[src/common/adc_seq_pkg.sv]
package adc_seq_pkg;
  localparam int unsigned ADDR_W = 16;
  // Printed offsets are not all multiples of four: they are indices, byte address = 4 * index
  localparam logic [15:0] IDX_SC1 = 16'h0010;
  localparam logic [15:0] IDX_SC2 = 16'h0011;
  localparam logic [15:0] IDX_SC3 = 16'h0012;
  localparam logic [15:0] IDX_SC4 = 16'h0013;
  localparam logic [15:0] IDX_RH = 16'h0014;
  localparam logic [15:0] IDX_RL = 16'h0015;
  localparam logic [15:0] IDX_CVH = 16'h0016;
  localparam logic [15:0] IDX_CVL = 16'h0017;
  localparam logic [15:0] IDX_PC1 = 16'h30ac;
  localparam logic [15:0] IDX_PC2 = 16'h30ad;
  localparam logic [15:0] IDX_IRQ_STAT = 16'h0018;
  localparam logic [15:0] IDX_IRQ_MASK = 16'h0019;

  localparam logic [7:0] SC1_RST = 8'h1f;
  localparam logic [7:0] SC2_RST = 8'h08;
  localparam logic [7:0] ZERO8 = 8'h00;

  localparam int unsigned SC1_COMPLETE_BIT = 7;
  localparam int unsigned SC1_IEN_BIT = 6;
  localparam int unsigned SC1_CONT_BIT = 5;
  localparam int unsigned SC2_ACTIVE_BIT = 7;
  localparam int unsigned SC2_TRIG_BIT = 6;
  localparam int unsigned SC2_CMP_EN_BIT = 5;
  localparam int unsigned SC2_CMP_GE_BIT = 4;
  localparam int unsigned SC2_FEMPTY_BIT = 3;

  localparam logic [4:0] CH_DISABLED = 5'h1f;
  localparam logic [4:0] CH_EXT_LAST = 5'h0f;
  localparam logic [4:0] CH_GND_FIRST = 5'h10;
  localparam logic [4:0] CH_GND_LAST = 5'h13;
  localparam logic [4:0] CH_TEMP = 5'h16;
  localparam logic [4:0] CH_BANDGAP = 5'h17;
  localparam logic [4:0] CH_VREFH = 5'h1d;
  localparam logic [4:0] CH_VREFL = 5'h1e;

  // Interrupt status bits
  localparam int unsigned IRQ_COMPLETE_BIT = 0;
  localparam int unsigned IRQ_ABORT_BIT = 1;

  typedef enum logic [2:0] {
    SRC_EXTERNAL,
    SRC_GROUND,
    SRC_TEMP,
    SRC_BANDGAP,
    SRC_VREFH,
    SRC_VREFL,
    SRC_RESERVED,
    SRC_OFF
  } src_kind_t;

  typedef enum logic [1:0] {
    ST_IDLE,
    ST_FILL,
    ST_CONVERT
  } seq_state_t;
endpackage

[src/rtl/adc_conversion_sequencer.sv]
module adc_conversion_sequencer #(
  parameter int unsigned FIFO_DEPTH = 8,
  parameter int unsigned RES_W = 12
) (
  input wire logic clk_sys_i,
  input wire logic srst_i,
  input wire logic psel_i,
  input wire logic penable_i,
  input wire logic pwrite_i,
  input wire logic [adc_seq_pkg::ADDR_W+1:0] paddr_i,
  input wire logic [31:0] pwdata_i,
  input wire logic [3:0] pstrb_i,
  output logic [31:0] prdata_o,
  output logic pready_o,
  output logic pslverr_o,
  input wire logic hardware_trigger_input_i,
  output logic conv_start_o,
  output logic conv_abort_o,
  output logic [4:0] conv_channel_o,
  output logic [2:0] conv_source_o,
  input wire logic conv_done_i,
  input wire logic [RES_W-1:0] conv_result_i,
  output logic [7:0] pin_control_one_o,
  output logic [7:0] pin_control_two_o,
  output logic irq_o
);

  localparam int unsigned PTR_W = $clog2(FIFO_DEPTH);
  localparam logic [PTR_W:0] CNT_ONE = (PTR_W+1)'(1);

  typedef struct packed {
    adc_seq_pkg::seq_state_t state;
    logic [7:0] sc1;
    logic [7:0] sc2;
    logic [7:0] sc3;
    logic [7:0] sc4;
    logic [15:0] result;
    logic [15:0] cmp_val;
    logic [7:0] pc1;
    logic [7:0] pc2;
    logic [1:0] irq_stat;
    logic [1:0] irq_mask;
    logic [FIFO_DEPTH-1:0][4:0] queue;
    logic [PTR_W:0] fill_cnt;
    logic [PTR_W:0] rd_idx;
    logic set_hit;
    logic trig_prev;
    logic start;
    logic abort;
    logic [4:0] chan;
    logic [31:0] rdata;
  } state_t;

  state_t cur_reg;
  state_t cur_next;

  logic apb_access;
  logic wr_en;
  logic rd_en;
  logic [adc_seq_pkg::ADDR_W-1:0] idx;
  logic mapped;
  logic [7:0] wbyte;
  logic [PTR_W:0] depth;
  logic fifo_mode;
  logic cont;
  logic hw_mode;
  logic trig_edge;
  logic cmp_true;
  logic [15:0] res_ext;
  logic last_in_set;
  logic start_req;

  function automatic logic [2:0] decode_src(input logic [4:0] ch);
    adc_seq_pkg::src_kind_t k;
    k = adc_seq_pkg::SRC_RESERVED;
    if (ch <= adc_seq_pkg::CH_EXT_LAST) begin
      k = adc_seq_pkg::SRC_EXTERNAL;
    end else if (ch >= adc_seq_pkg::CH_GND_FIRST && ch <= adc_seq_pkg::CH_GND_LAST) begin
      k = adc_seq_pkg::SRC_GROUND;
    end else if (ch == adc_seq_pkg::CH_TEMP) begin
      k = adc_seq_pkg::SRC_TEMP;
    end else if (ch == adc_seq_pkg::CH_BANDGAP) begin
      k = adc_seq_pkg::SRC_BANDGAP;
    end else if (ch == adc_seq_pkg::CH_VREFH) begin
      k = adc_seq_pkg::SRC_VREFH;
    end else if (ch == adc_seq_pkg::CH_VREFL) begin
      k = adc_seq_pkg::SRC_VREFL;
    end else if (ch == adc_seq_pkg::CH_DISABLED) begin
      k = adc_seq_pkg::SRC_OFF;
    end
    return 3'(k);
  endfunction

  assign apb_access = psel_i && penable_i;
  assign wr_en = apb_access && pwrite_i && pstrb_i[0];
  assign rd_en = apb_access && !pwrite_i;
  assign idx = paddr_i[adc_seq_pkg::ADDR_W+1:2];
  assign wbyte = pwdata_i[7:0];
  // Depth field is the low three bits, clipped to the queue size
  assign depth = ((PTR_W+1)'(cur_reg.sc4[2:0]) > (PTR_W+1)'(FIFO_DEPTH)) ?
                 (PTR_W+1)'(FIFO_DEPTH) : (PTR_W+1)'(cur_reg.sc4[2:0]);
  assign fifo_mode = (depth != '0);
  assign cont = cur_reg.sc1[adc_seq_pkg::SC1_CONT_BIT];
  assign hw_mode = cur_reg.sc2[adc_seq_pkg::SC2_TRIG_BIT];
  assign trig_edge = hardware_trigger_input_i && !cur_reg.trig_prev;
  assign res_ext = 16'(conv_result_i);
  assign cmp_true = cur_reg.sc2[adc_seq_pkg::SC2_CMP_GE_BIT] ?
                    (res_ext >= cur_reg.cmp_val) : (res_ext < cur_reg.cmp_val);
  assign last_in_set = !fifo_mode || (cur_reg.rd_idx + CNT_ONE >= depth);

  always_comb begin
    case (idx)
      adc_seq_pkg::IDX_SC1, adc_seq_pkg::IDX_SC2, adc_seq_pkg::IDX_SC3,
      adc_seq_pkg::IDX_SC4, adc_seq_pkg::IDX_RH, adc_seq_pkg::IDX_RL,
      adc_seq_pkg::IDX_CVH, adc_seq_pkg::IDX_CVL, adc_seq_pkg::IDX_PC1,
      adc_seq_pkg::IDX_PC2, adc_seq_pkg::IDX_IRQ_STAT,
      adc_seq_pkg::IDX_IRQ_MASK: mapped = 1'b1;
      default: mapped = 1'b0;
    endcase
  end

  always_comb begin
    logic sc1_wr;
    logic halt;
    logic complete_evt;
    logic abort_evt;
    sc1_wr = 1'b0;
    halt = 1'b0;
    complete_evt = 1'b0;
    abort_evt = 1'b0;
    start_req = 1'b0;
    cur_next = cur_reg;
    cur_next.start = 1'b0;
    cur_next.abort = 1'b0;
    cur_next.trig_prev = hardware_trigger_input_i;

    // Register writes
    if (wr_en && mapped) begin
      case (idx)
        adc_seq_pkg::IDX_SC1: begin
          sc1_wr = 1'b1;
          cur_next.sc1 = {1'b0, wbyte[6:0]};
        end
        adc_seq_pkg::IDX_SC2: cur_next.sc2[6:4] = wbyte[6:4];
        adc_seq_pkg::IDX_SC3: cur_next.sc3 = wbyte;
        adc_seq_pkg::IDX_SC4: cur_next.sc4 = wbyte;
        adc_seq_pkg::IDX_CVH: cur_next.cmp_val[15:8] = wbyte;
        adc_seq_pkg::IDX_CVL: cur_next.cmp_val[7:0] = wbyte;
        adc_seq_pkg::IDX_PC1: cur_next.pc1 = wbyte;
        adc_seq_pkg::IDX_PC2: cur_next.pc2 = wbyte;
        adc_seq_pkg::IDX_IRQ_MASK: cur_next.irq_mask = wbyte[1:0];
        default: ;
      endcase
    end
    if (rd_en && idx == adc_seq_pkg::IDX_RL) begin
      cur_next.sc1[adc_seq_pkg::SC1_COMPLETE_BIT] = 1'b0;
    end

    if (sc1_wr) begin
      if (wbyte[4:0] == adc_seq_pkg::CH_DISABLED) begin
        halt = 1'b1;
        cur_next.fill_cnt = '0;
      end else if (fifo_mode) begin
        // Queue the channel in write order
        if (cur_reg.fill_cnt < depth) begin
          cur_next.queue[cur_reg.fill_cnt[PTR_W-1:0]] = wbyte[4:0];
          cur_next.fill_cnt = cur_reg.fill_cnt + CNT_ONE;
        end
        halt = (cur_reg.state == adc_seq_pkg::ST_CONVERT);
        // Without the hardware trigger, start when the queue reaches depth on this write
        if (!hw_mode && cur_reg.fill_cnt + CNT_ONE >= depth) begin
          start_req = 1'b1;
        end
      end else begin
        halt = (cur_reg.state == adc_seq_pkg::ST_CONVERT);
        start_req = !hw_mode;
      end
    end

    if (hw_mode && trig_edge && cur_reg.sc1[4:0] != adc_seq_pkg::CH_DISABLED &&
        (!fifo_mode || cur_reg.fill_cnt >= depth)) begin
      start_req = 1'b1;
    end

    if (halt && cur_reg.state == adc_seq_pkg::ST_CONVERT) begin
      cur_next.abort = 1'b1;
      abort_evt = 1'b1;
    end

    case (cur_reg.state)
      adc_seq_pkg::ST_IDLE, adc_seq_pkg::ST_FILL: begin
        cur_next.state = (fifo_mode && cur_next.fill_cnt != '0) ?
                         adc_seq_pkg::ST_FILL : adc_seq_pkg::ST_IDLE;
      end
      adc_seq_pkg::ST_CONVERT: begin
        if (halt) begin
          cur_next.state = adc_seq_pkg::ST_IDLE;
        end else if (conv_done_i) begin
          cur_next.result = res_ext;
          if (cmp_true || !cur_reg.sc2[adc_seq_pkg::SC2_CMP_EN_BIT]) begin
            cur_next.set_hit = 1'b1;
          end
          if (!last_in_set) begin
            cur_next.rd_idx = cur_reg.rd_idx + CNT_ONE;
            cur_next.chan = cur_reg.queue[cur_next.rd_idx[PTR_W-1:0]];
            cur_next.start = 1'b1;
          end else begin
            complete_evt = cur_next.set_hit || cmp_true ||
                           !cur_reg.sc2[adc_seq_pkg::SC2_CMP_EN_BIT];
            if (cont) begin
              start_req = 1'b1;
            end else begin
              cur_next.state = adc_seq_pkg::ST_IDLE;
            end
          end
        end
      end
      default: cur_next.state = adc_seq_pkg::ST_IDLE;
    endcase

    if (start_req) begin
      cur_next.state = adc_seq_pkg::ST_CONVERT;
      cur_next.rd_idx = '0;
      cur_next.set_hit = 1'b0;
      cur_next.start = 1'b1;
      cur_next.chan = fifo_mode ? ((sc1_wr && cur_reg.fill_cnt == '0) ? wbyte[4:0] :
                      cur_next.queue[0]) : cur_next.sc1[4:0];
    end

    if (complete_evt) begin
      cur_next.sc1[adc_seq_pkg::SC1_COMPLETE_BIT] = 1'b1;
    end

    // Active follows the conversion state
    cur_next.sc2[adc_seq_pkg::SC2_ACTIVE_BIT] =
      (cur_next.state == adc_seq_pkg::ST_CONVERT);
    cur_next.sc2[adc_seq_pkg::SC2_FEMPTY_BIT] = (cur_next.fill_cnt == '0);

    // Sticky events: set wins over write-one-to-clear
    if (wr_en && idx == adc_seq_pkg::IDX_IRQ_STAT) begin
      cur_next.irq_stat = cur_reg.irq_stat & ~wbyte[1:0];
    end
    if (complete_evt) begin
      cur_next.irq_stat[adc_seq_pkg::IRQ_COMPLETE_BIT] = 1'b1;
    end
    if (abort_evt) begin
      cur_next.irq_stat[adc_seq_pkg::IRQ_ABORT_BIT] = 1'b1;
    end

    cur_next.rdata = '0;
    if (rd_en) begin
      case (idx)
        adc_seq_pkg::IDX_SC1: cur_next.rdata[7:0] = cur_reg.sc1;
        adc_seq_pkg::IDX_SC2: cur_next.rdata[7:0] = cur_reg.sc2;
        adc_seq_pkg::IDX_SC3: cur_next.rdata[7:0] = cur_reg.sc3;
        adc_seq_pkg::IDX_SC4: cur_next.rdata[7:0] = cur_reg.sc4;
        adc_seq_pkg::IDX_RH: cur_next.rdata[7:0] = cur_reg.result[15:8];
        adc_seq_pkg::IDX_RL: cur_next.rdata[7:0] = cur_reg.result[7:0];
        adc_seq_pkg::IDX_CVH: cur_next.rdata[7:0] = cur_reg.cmp_val[15:8];
        adc_seq_pkg::IDX_CVL: cur_next.rdata[7:0] = cur_reg.cmp_val[7:0];
        adc_seq_pkg::IDX_PC1: cur_next.rdata[7:0] = cur_reg.pc1;
        adc_seq_pkg::IDX_PC2: cur_next.rdata[7:0] = cur_reg.pc2;
        adc_seq_pkg::IDX_IRQ_STAT: cur_next.rdata[1:0] = cur_reg.irq_stat;
        adc_seq_pkg::IDX_IRQ_MASK: cur_next.rdata[1:0] = cur_reg.irq_mask;
        default: cur_next.rdata = '0;
      endcase
    end else begin
      cur_next.rdata = cur_reg.rdata;
    end
  end

  always_ff @(posedge clk_sys_i) begin
    if (srst_i) begin
      cur_reg <= '0;
      cur_reg.state <= adc_seq_pkg::ST_IDLE;
      cur_reg.sc1 <= adc_seq_pkg::SC1_RST;
      cur_reg.sc2 <= adc_seq_pkg::SC2_RST;
      cur_reg.sc3 <= adc_seq_pkg::ZERO8;
      cur_reg.sc4 <= adc_seq_pkg::ZERO8;
    end else begin
      cur_reg <= cur_next;
    end
  end

  // Zero-wait slave: read data is decoded from registered state in the access phase
  always_comb begin
    prdata_o = '0;
    if (rd_en) begin
      prdata_o = cur_next.rdata;
    end
  end
  assign pready_o = 1'b1;
  assign pslverr_o = apb_access && !mapped;
  assign conv_start_o = cur_reg.start;
  assign conv_abort_o = cur_reg.abort;
  assign conv_channel_o = cur_reg.chan;
  assign conv_source_o = decode_src(cur_reg.chan);
  assign pin_control_one_o = cur_reg.pc1;
  assign pin_control_two_o = cur_reg.pc2;
  // Level output from the hardware flag gated by its enable, plus the status bits gated by the mask register
  assign irq_o = (cur_reg.sc1[adc_seq_pkg::SC1_COMPLETE_BIT] &&
                  cur_reg.sc1[adc_seq_pkg::SC1_IEN_BIT]) ||
                 (|(cur_reg.irq_stat & cur_reg.irq_mask));

endmodule

[config.mk]
export PLATFORM = sky130hd
export DESIGN_NAME = adc_conversion_sequencer
export DESIGN_NICKNAME = d
export VERILOG_FILES = /design/src/common/adc_seq_pkg.sv /design/src/rtl/adc_conversion_sequencer.sv
export SDC_FILE = /design/constraint.sdc
export NUM_CORES = 1
export LEC_CHECK = 0
export ABC_AREA = 1
export BUFFER_PORTS_ARGS = -buffer_cell sky130_fd_sc_hd__buf_2
export CAP_MARGIN = 30
export CELL_PAD_IN_SITES_DETAIL_PLACEMENT = 1
export CELL_PAD_IN_SITES_GLOBAL_PLACEMENT = 1
export CORE_MARGIN = 8
export CORE_UTILIZATION = 35
export CTS_CLUSTER_DIAMETER = 200
export DETAILED_ROUTE_END_ITERATION = 12
export PLACE_DENSITY = 0.77
export SLEW_MARGIN = 0
export SYNTH_ARGS = -nofsm -noshare
export SYNTH_HDL_FRONTEND = slang
export SYNTH_SLANG_ARGS = --single-unit
export TNS_END_PERCENT = 20
[constraint.sdc]
create_clock -name clk_sys_i -period 6.2 [get_ports clk_sys_i]
set_clock_uncertainty 0.15 [all_clocks]
set_input_delay 0.31 -clock clk_sys_i [delete_from_list [all_inputs] [get_ports clk_sys_i]]
set_output_delay 0.31 -clock clk_sys_i [all_outputs]
set_load 0.005 [all_outputs]
After elaboration in Yosys (flattened, before gate mapping) --
Index checks and enable logic that the tools add are counted.
Cells by class: $lt $le $gt $ge 13, bitwise gates (word level) 6, divide/modulo/power cells 0, multiplexer cells 73, reduce and logical (&&, ||, !) cells 60, equal/unequal tests 24, multiply operators 0, $add $sub $neg 2, shifts and indexed selects 0
Operators with widths (number):
- $eq A16 B5 Y1 const B | 10
- $mux W32 | 2
- $pmux W6 S10 | 1
- $mux W5 | 10
- $bwmux W40 | 1
- $mux W1 | 36
- $eq A16 B14 Y1 const B | 2
- $eq A5 B5 Y1 const B | 6
- $mux W9 | 3
- $pmux W2 S11 | 1
- $reduce_and A2 Y1 | 10
- $logic_and A1 B1 Y1 | 19
- $ge A12 B16 Y1 | 1
- $lt A12 B16 Y1 | 1
- $mux W2 | 8
- $mux W8 | 2
- $bmux W5 S3 | 1
- $demux W5 S3 | 1
- $ge A4 B4 Y1 | 3
- $mux W3 | 4
- $reduce_and A4 Y1 | 3
- $reduce_or A12 Y1 | 1
- $add A4 B1 Y4 const B | 2
- $logic_not A4 Y1 | 2
- 25 further kinds | 48
Storage, ports and cells: bits in latches 0, input bits 73, output and inout bits 61, register bits after elaboration 168, bits in read-only memories 0, bits in writable memories 0, memories kept 0, word-level logic and storage cells 210

Longest topological paths before layout --
depth in word-level cells 16, mapped depth 20, depth with buffers taken out 20

Worst setup path after synthesis --
OpenSTA, ideal clock, no wires.
path type register to register, start point register cur_reg[41] in the netlist's numbering, end point register cur_reg, in the netlist conv_channel_o[1], data arrival time 2.463 ns, buffers on the path 1, cell stages (with the launch flop) 16, period minus slack after synthesis 2.721 ns, library setup time 0.109 ns, required time 5.941 ns, slack 3.479 ns, path through dfxtp_1 > ha_1 > xnor2_1 > inv_1 > ha_1 > a21oi_1 > nand3_1 > nor2_1 > nand3_1 > clkbuf_1 > nand2_1 > nand2_1 > nor2_1 > nor2_1 > nand2_1 > inv_1
On the way: longest elaborated chain between the ends 9, elaborated cells on any way between the ends 19, classes of those cells 1 x add/sub; 1 x order compare; 2 x eq/ne; 11 x mux; 4 x reduce/logical
Ends and longest elaborated chain:
- start: declaration | line adc_conversion_sequencer.sv:54 | state_t cur_reg;
- start signal: assignment | line adc_conversion_sequencer.sv:281 | cur_reg <= cur_next;
- $add A4 B1 Y4 (*) | line adc_conversion_sequencer.sv:109, adc_conversion_sequencer.sv:204
- $ge A4 B4 Y1 | line adc_conversion_sequencer.sv:109 | assign last_in_set = !fifo_mode || (cur_reg.rd_idx + CNT_ONE >= depth);
- $logic_or A1 B1 Y1 | line adc_conversion_sequencer.sv:109
- $mux W1 | line adc_conversion_sequencer.sv:203 | if (!last_in_set) begin
- $mux W1 | line adc_conversion_sequencer.sv:198 | end else if (conv_done_i) begin
- $mux W1 | line adc_conversion_sequencer.sv:196 | if (halt) begin
- $mux W1 | line adc_conversion_sequencer.sv:190 | case (cur_reg.state)
- $ne A2 B2 Y1 (no source line) (tied with other cells)
- $reduce_and A4 Y1 (no source line)
Every way passes the cells marked *; elsewhere a longest branch is shown, timed or not. The select of a mux whose other input is x is not followed. A chain may end at the register's enable or synchronous reset.

Final worst setup path --
start point register cur_reg[41] in the netlist's numbering, end point register cur_reg[43] in the netlist's numbering
On the way: longest elaborated chain between the ends 8, elaborated cells on any way between the ends 10, classes of those cells 1 x add/sub; 1 x order compare; 4 x mux; 1 x bitwise; 3 x reduce/logical
Ends and longest elaborated chain (line):
- $add A4 B1 Y4 (*) | adc_conversion_sequencer.sv:109, adc_conversion_sequencer.sv:204
- $ge A4 B4 Y1 | adc_conversion_sequencer.sv:109
- $logic_or A1 B1 Y1 | adc_conversion_sequencer.sv:109
- $mux W1 | adc_conversion_sequencer.sv:203
- $mux W1 | adc_conversion_sequencer.sv:198
- $mux W1 | adc_conversion_sequencer.sv:196
- $mux W1 | adc_conversion_sequencer.sv:190
- $reduce_or A2 Y1 (no source line)
Every way passes the cells marked *; elsewhere a longest branch is shown, timed or not.

==> impl_metrics.csv <==
group,metric,value,unit
sta,hold_viol,0,
cts,cts_root_buffer,"clkbuf_16",
cts,ctsHtreeMaxLevel,4,
global_routing,grt_pass1_wl,42.2,mm
final_layout,seq_area,2720,um2
global_routing,grt_start_max_net_pins,53,
min_path,whs_path_depth,3,
setup_path,r2r_end,"cur_reg[43]",
setup_path,worst_ep_arrival_time,3830,ps
placed_design,place.gp.congestion,0.841,
cts,clk_pin_slew,60,ps
die,fp.dieArea,27300,um2
min_path,whs_endpoint,"cur_reg[128]",
logic_synthesis,yosys_warnings,0,
sta,fin_ws,2540,ps
setup_path,ff2ff_path_depth,12,
final_layout,syn2layout_area_growth,11.8,%
status,run_status,"finished clean",
sta,finalSetupTns,0,ps
final_layout,largest_register_ffs,112,
min_path,hold_path_startpoint,"conv_result_i[3]",
power,p_per_area,235,nW/um2
logic_synthesis,ys.flop_type,"dfxtp_1",
setup_path,crit_buf_inv,3,
die,num_rows,54,
detailed_routing,wire_per_inst,17.8,um
logic_synthesis,synth-simple-area-share,24.5,%
global_routing,grt_pass1_vias,7791,
global_routing,antenna_found_initial,0,
die,core_area,21800,um2
setup_path,r2r_slack,2540,ps
job,drv_cap,0,
logic_synthesis,ys_seq_area_share,34.9,%
global_routing,grt_use_total,19.8,%
global_routing,gr-total-overflow,0,
logic_synthesis,synth-compound-area-share,21.3,%
final_layout,fin_util,39.9,%
cts,numCtsBuffers,17,
cts,cts_tree,"done",
setup_path,critPathTopFamily,"simple AND/OR/NAND/NOR gates",
sta,min_period,3660,ps
logic_synthesis,synth_top_family_by_area,"simple AND/OR/NAND/NOR gates",
detailed_routing,vias,7761,
min_path,hp-class,"in2reg",
final_layout,num_antenna_cells,0,
final_layout,mostFrequentLayoutCell,"nand2_1",
cts,post_cts_buffers,0,
setup_path,path_class,"reg2reg",
detailed_routing,drtIter0Drc,444,
detailed_routing,ant_nets,0,
sta,maxSlewHeadroom,40.9,%
sta,worstMarginPinSlew,884,ps
die,initial_core_util,35.7,%
detailed_routing,drc,0,
logic_synthesis,netlist_instances,1171,
placed_design,hpwl,18.9,mm
power,ir_drop,0.000214,V
sta,finalCritPeriodShare,59.1,%
power,leakage,0.00381,uW
final_layout,multi_input_area,4000,um2
setup_path,cp_slowest_cell,"nand2_1",
logic_synthesis,muxShareOfSynthArea,0,%
die,die_w,165,um
detailed_routing,viasPerCell,5.19,
placed_design,place_area,8080,um2
final_layout,most-common-layout-cells,"nand2_1 (234), inv_1 (146), a21oi_1 (138)",
detailed_routing,wirelength,26.6,mm
cts,clkLatencyLatePin,430,ps
placed_design,pre_cts_slack,2440,ps
setup_path,cp_max_fo,35,
final_layout,drive_gt1_share,11.6,%
placed_design,io_buffers,79,
final_layout,fillCellCount,2854,
sta,rsz0062_at_grt,"false",
final_layout,design_area,8710,um2
cts,cts.sinks,136,
sta,fin_hold_ws,45.1,ps
final_layout,fin_nets,1298,
logic_synthesis,synth_seq_cells,136,
logic_synthesis,syn-mean-instance-area,6.66,um2
die,die_y,165,um
cts,clockBufferDepth,2,
sta,finalMaxSlewViolations,0,
detailed_routing,first_pass_iters,4,
setup_path,worstReg2RegStart,"cur_reg[41]",
logic_synthesis,netlist_area,7800,um2
setup_path,end_kind,"flop",
setup_path,worstPathCellList,"buf_4 > ha_1 > xnor2_1 > inv_1 > ha_1 > a21oi_1 > a31oi_1 > nand4_1 > nand2_1 > inv_1 > nand2_1 > a21oi_1",
logic_synthesis,synth_cell_types,43,
die,io_pins,134,
setup_path,slowest_delay,470,ps
sta,setup_viol,0,
setup_path,cp_data_required_time,6360,ps
setup_path,cp-start-kind,"flop",
logic_synthesis,synth_edf_count,0,
sta,fmax,273,MHz
logic_synthesis,synthArstFlopShare,0,%
logic_synthesis,synth_fa_ha_area_share,3.85,%
logic_synthesis,synth_xor_area_share,0.449,%
worst max-delay path by stage:
stage	end	cells past startpoint	startpoint
finish	cur_reg[43]	12	cur_reg[41]
global route	conv_channel_o[4]	15	cur_reg[41]
CTS	cur_reg[43]	12	cur_reg[41]
detailed placement	cur_reg[59]	12	paddr_i[17]
global placement	cur_reg[131]	10	paddr_i[17]
floorplan	conv_channel_o[1]	15	cur_reg[41]
power by group:
| part | leakage [uW] | switching (uW) | internal (uW) |
|---|---|---|---|
| clock network | 0.000301 | 399 | 687 |
| registers | 0.00110 | 0.0983 | 874 |
| logic | 0.00241 | 65.3 | 25.9 |
timing repair:
item | 4_1_cts | 5_1_grt
hold buffers | 1 | 0
resized for setup | 0 | 0
endpoints found under the hold margin | 1 | 0
layer usage:
| layer | global-route usage (%) | part of all wire [%] | up-vias |
|---|---|---|---|
| met3 | 4.24 | 5.0 | 47 |
| met5 | 0 | 0 | - |
| li1 | - | - | 3818 |
| met4 | 7.45 | 2.6 | 0 |
| met2 | 31.4 | 45 | 166 |
| met1 | 25.9 | 47 | 3730 |
worst min-delay path: cells and delay by family:
kind	cells	cell delay (ps)
AO/OA/AOI/OAI	2	180
buffers and inverters	1	100
metrics by stage:
step / power [uW] / std cells
finish: 2050 / 1494
global route: 2110 / 1494
CTS: 2060 / 1494
detailed placement: 982 / 1461
global placement: 980 / 1461
floorplan: 954 / 1194
kinds of logic (layout without fill, tap and decap cells):
kind of cell,count (synthesis),in the layout
xor+xnor,4,4
compound gates,317,317
other cells,2,25
fa+ha+maj,24,24
flops,136,136
simple gates,437,437
buf+inv,251,271
cell type report:
type | count | area share [%]
Multi-Input combinational cell | 807 | 45.9
Inverter | 155 | 6.68
Clock inverter | 6 | 1.28
Clock buffer | 26 | 5.84
Timing Repair Buffer | 84 | 5.00
Tap cell | 280 | 4.02
Sequential cell | 136 | 31.2
cell usage after synthesis, types with 5 or more instances:
library cell,number,area [um2]
nand4_1,15,93.8
nor2_1,97,364
dfxtp_1,136,2720
a21oi_1,138,691
o22ai_1,28,175
clkbuf_1,34,128
ha_1,24,300
nand3_2,5,50.1
o21ai_0,133,666
buf_2,7,35.0
buf_4,51,383
nand3_1,56,280
or2_2,5,31.3
nand2_1,234,878
inv_1,146,548
clkinv_1,5,18.8
Power figures use the tool's default switching activity.
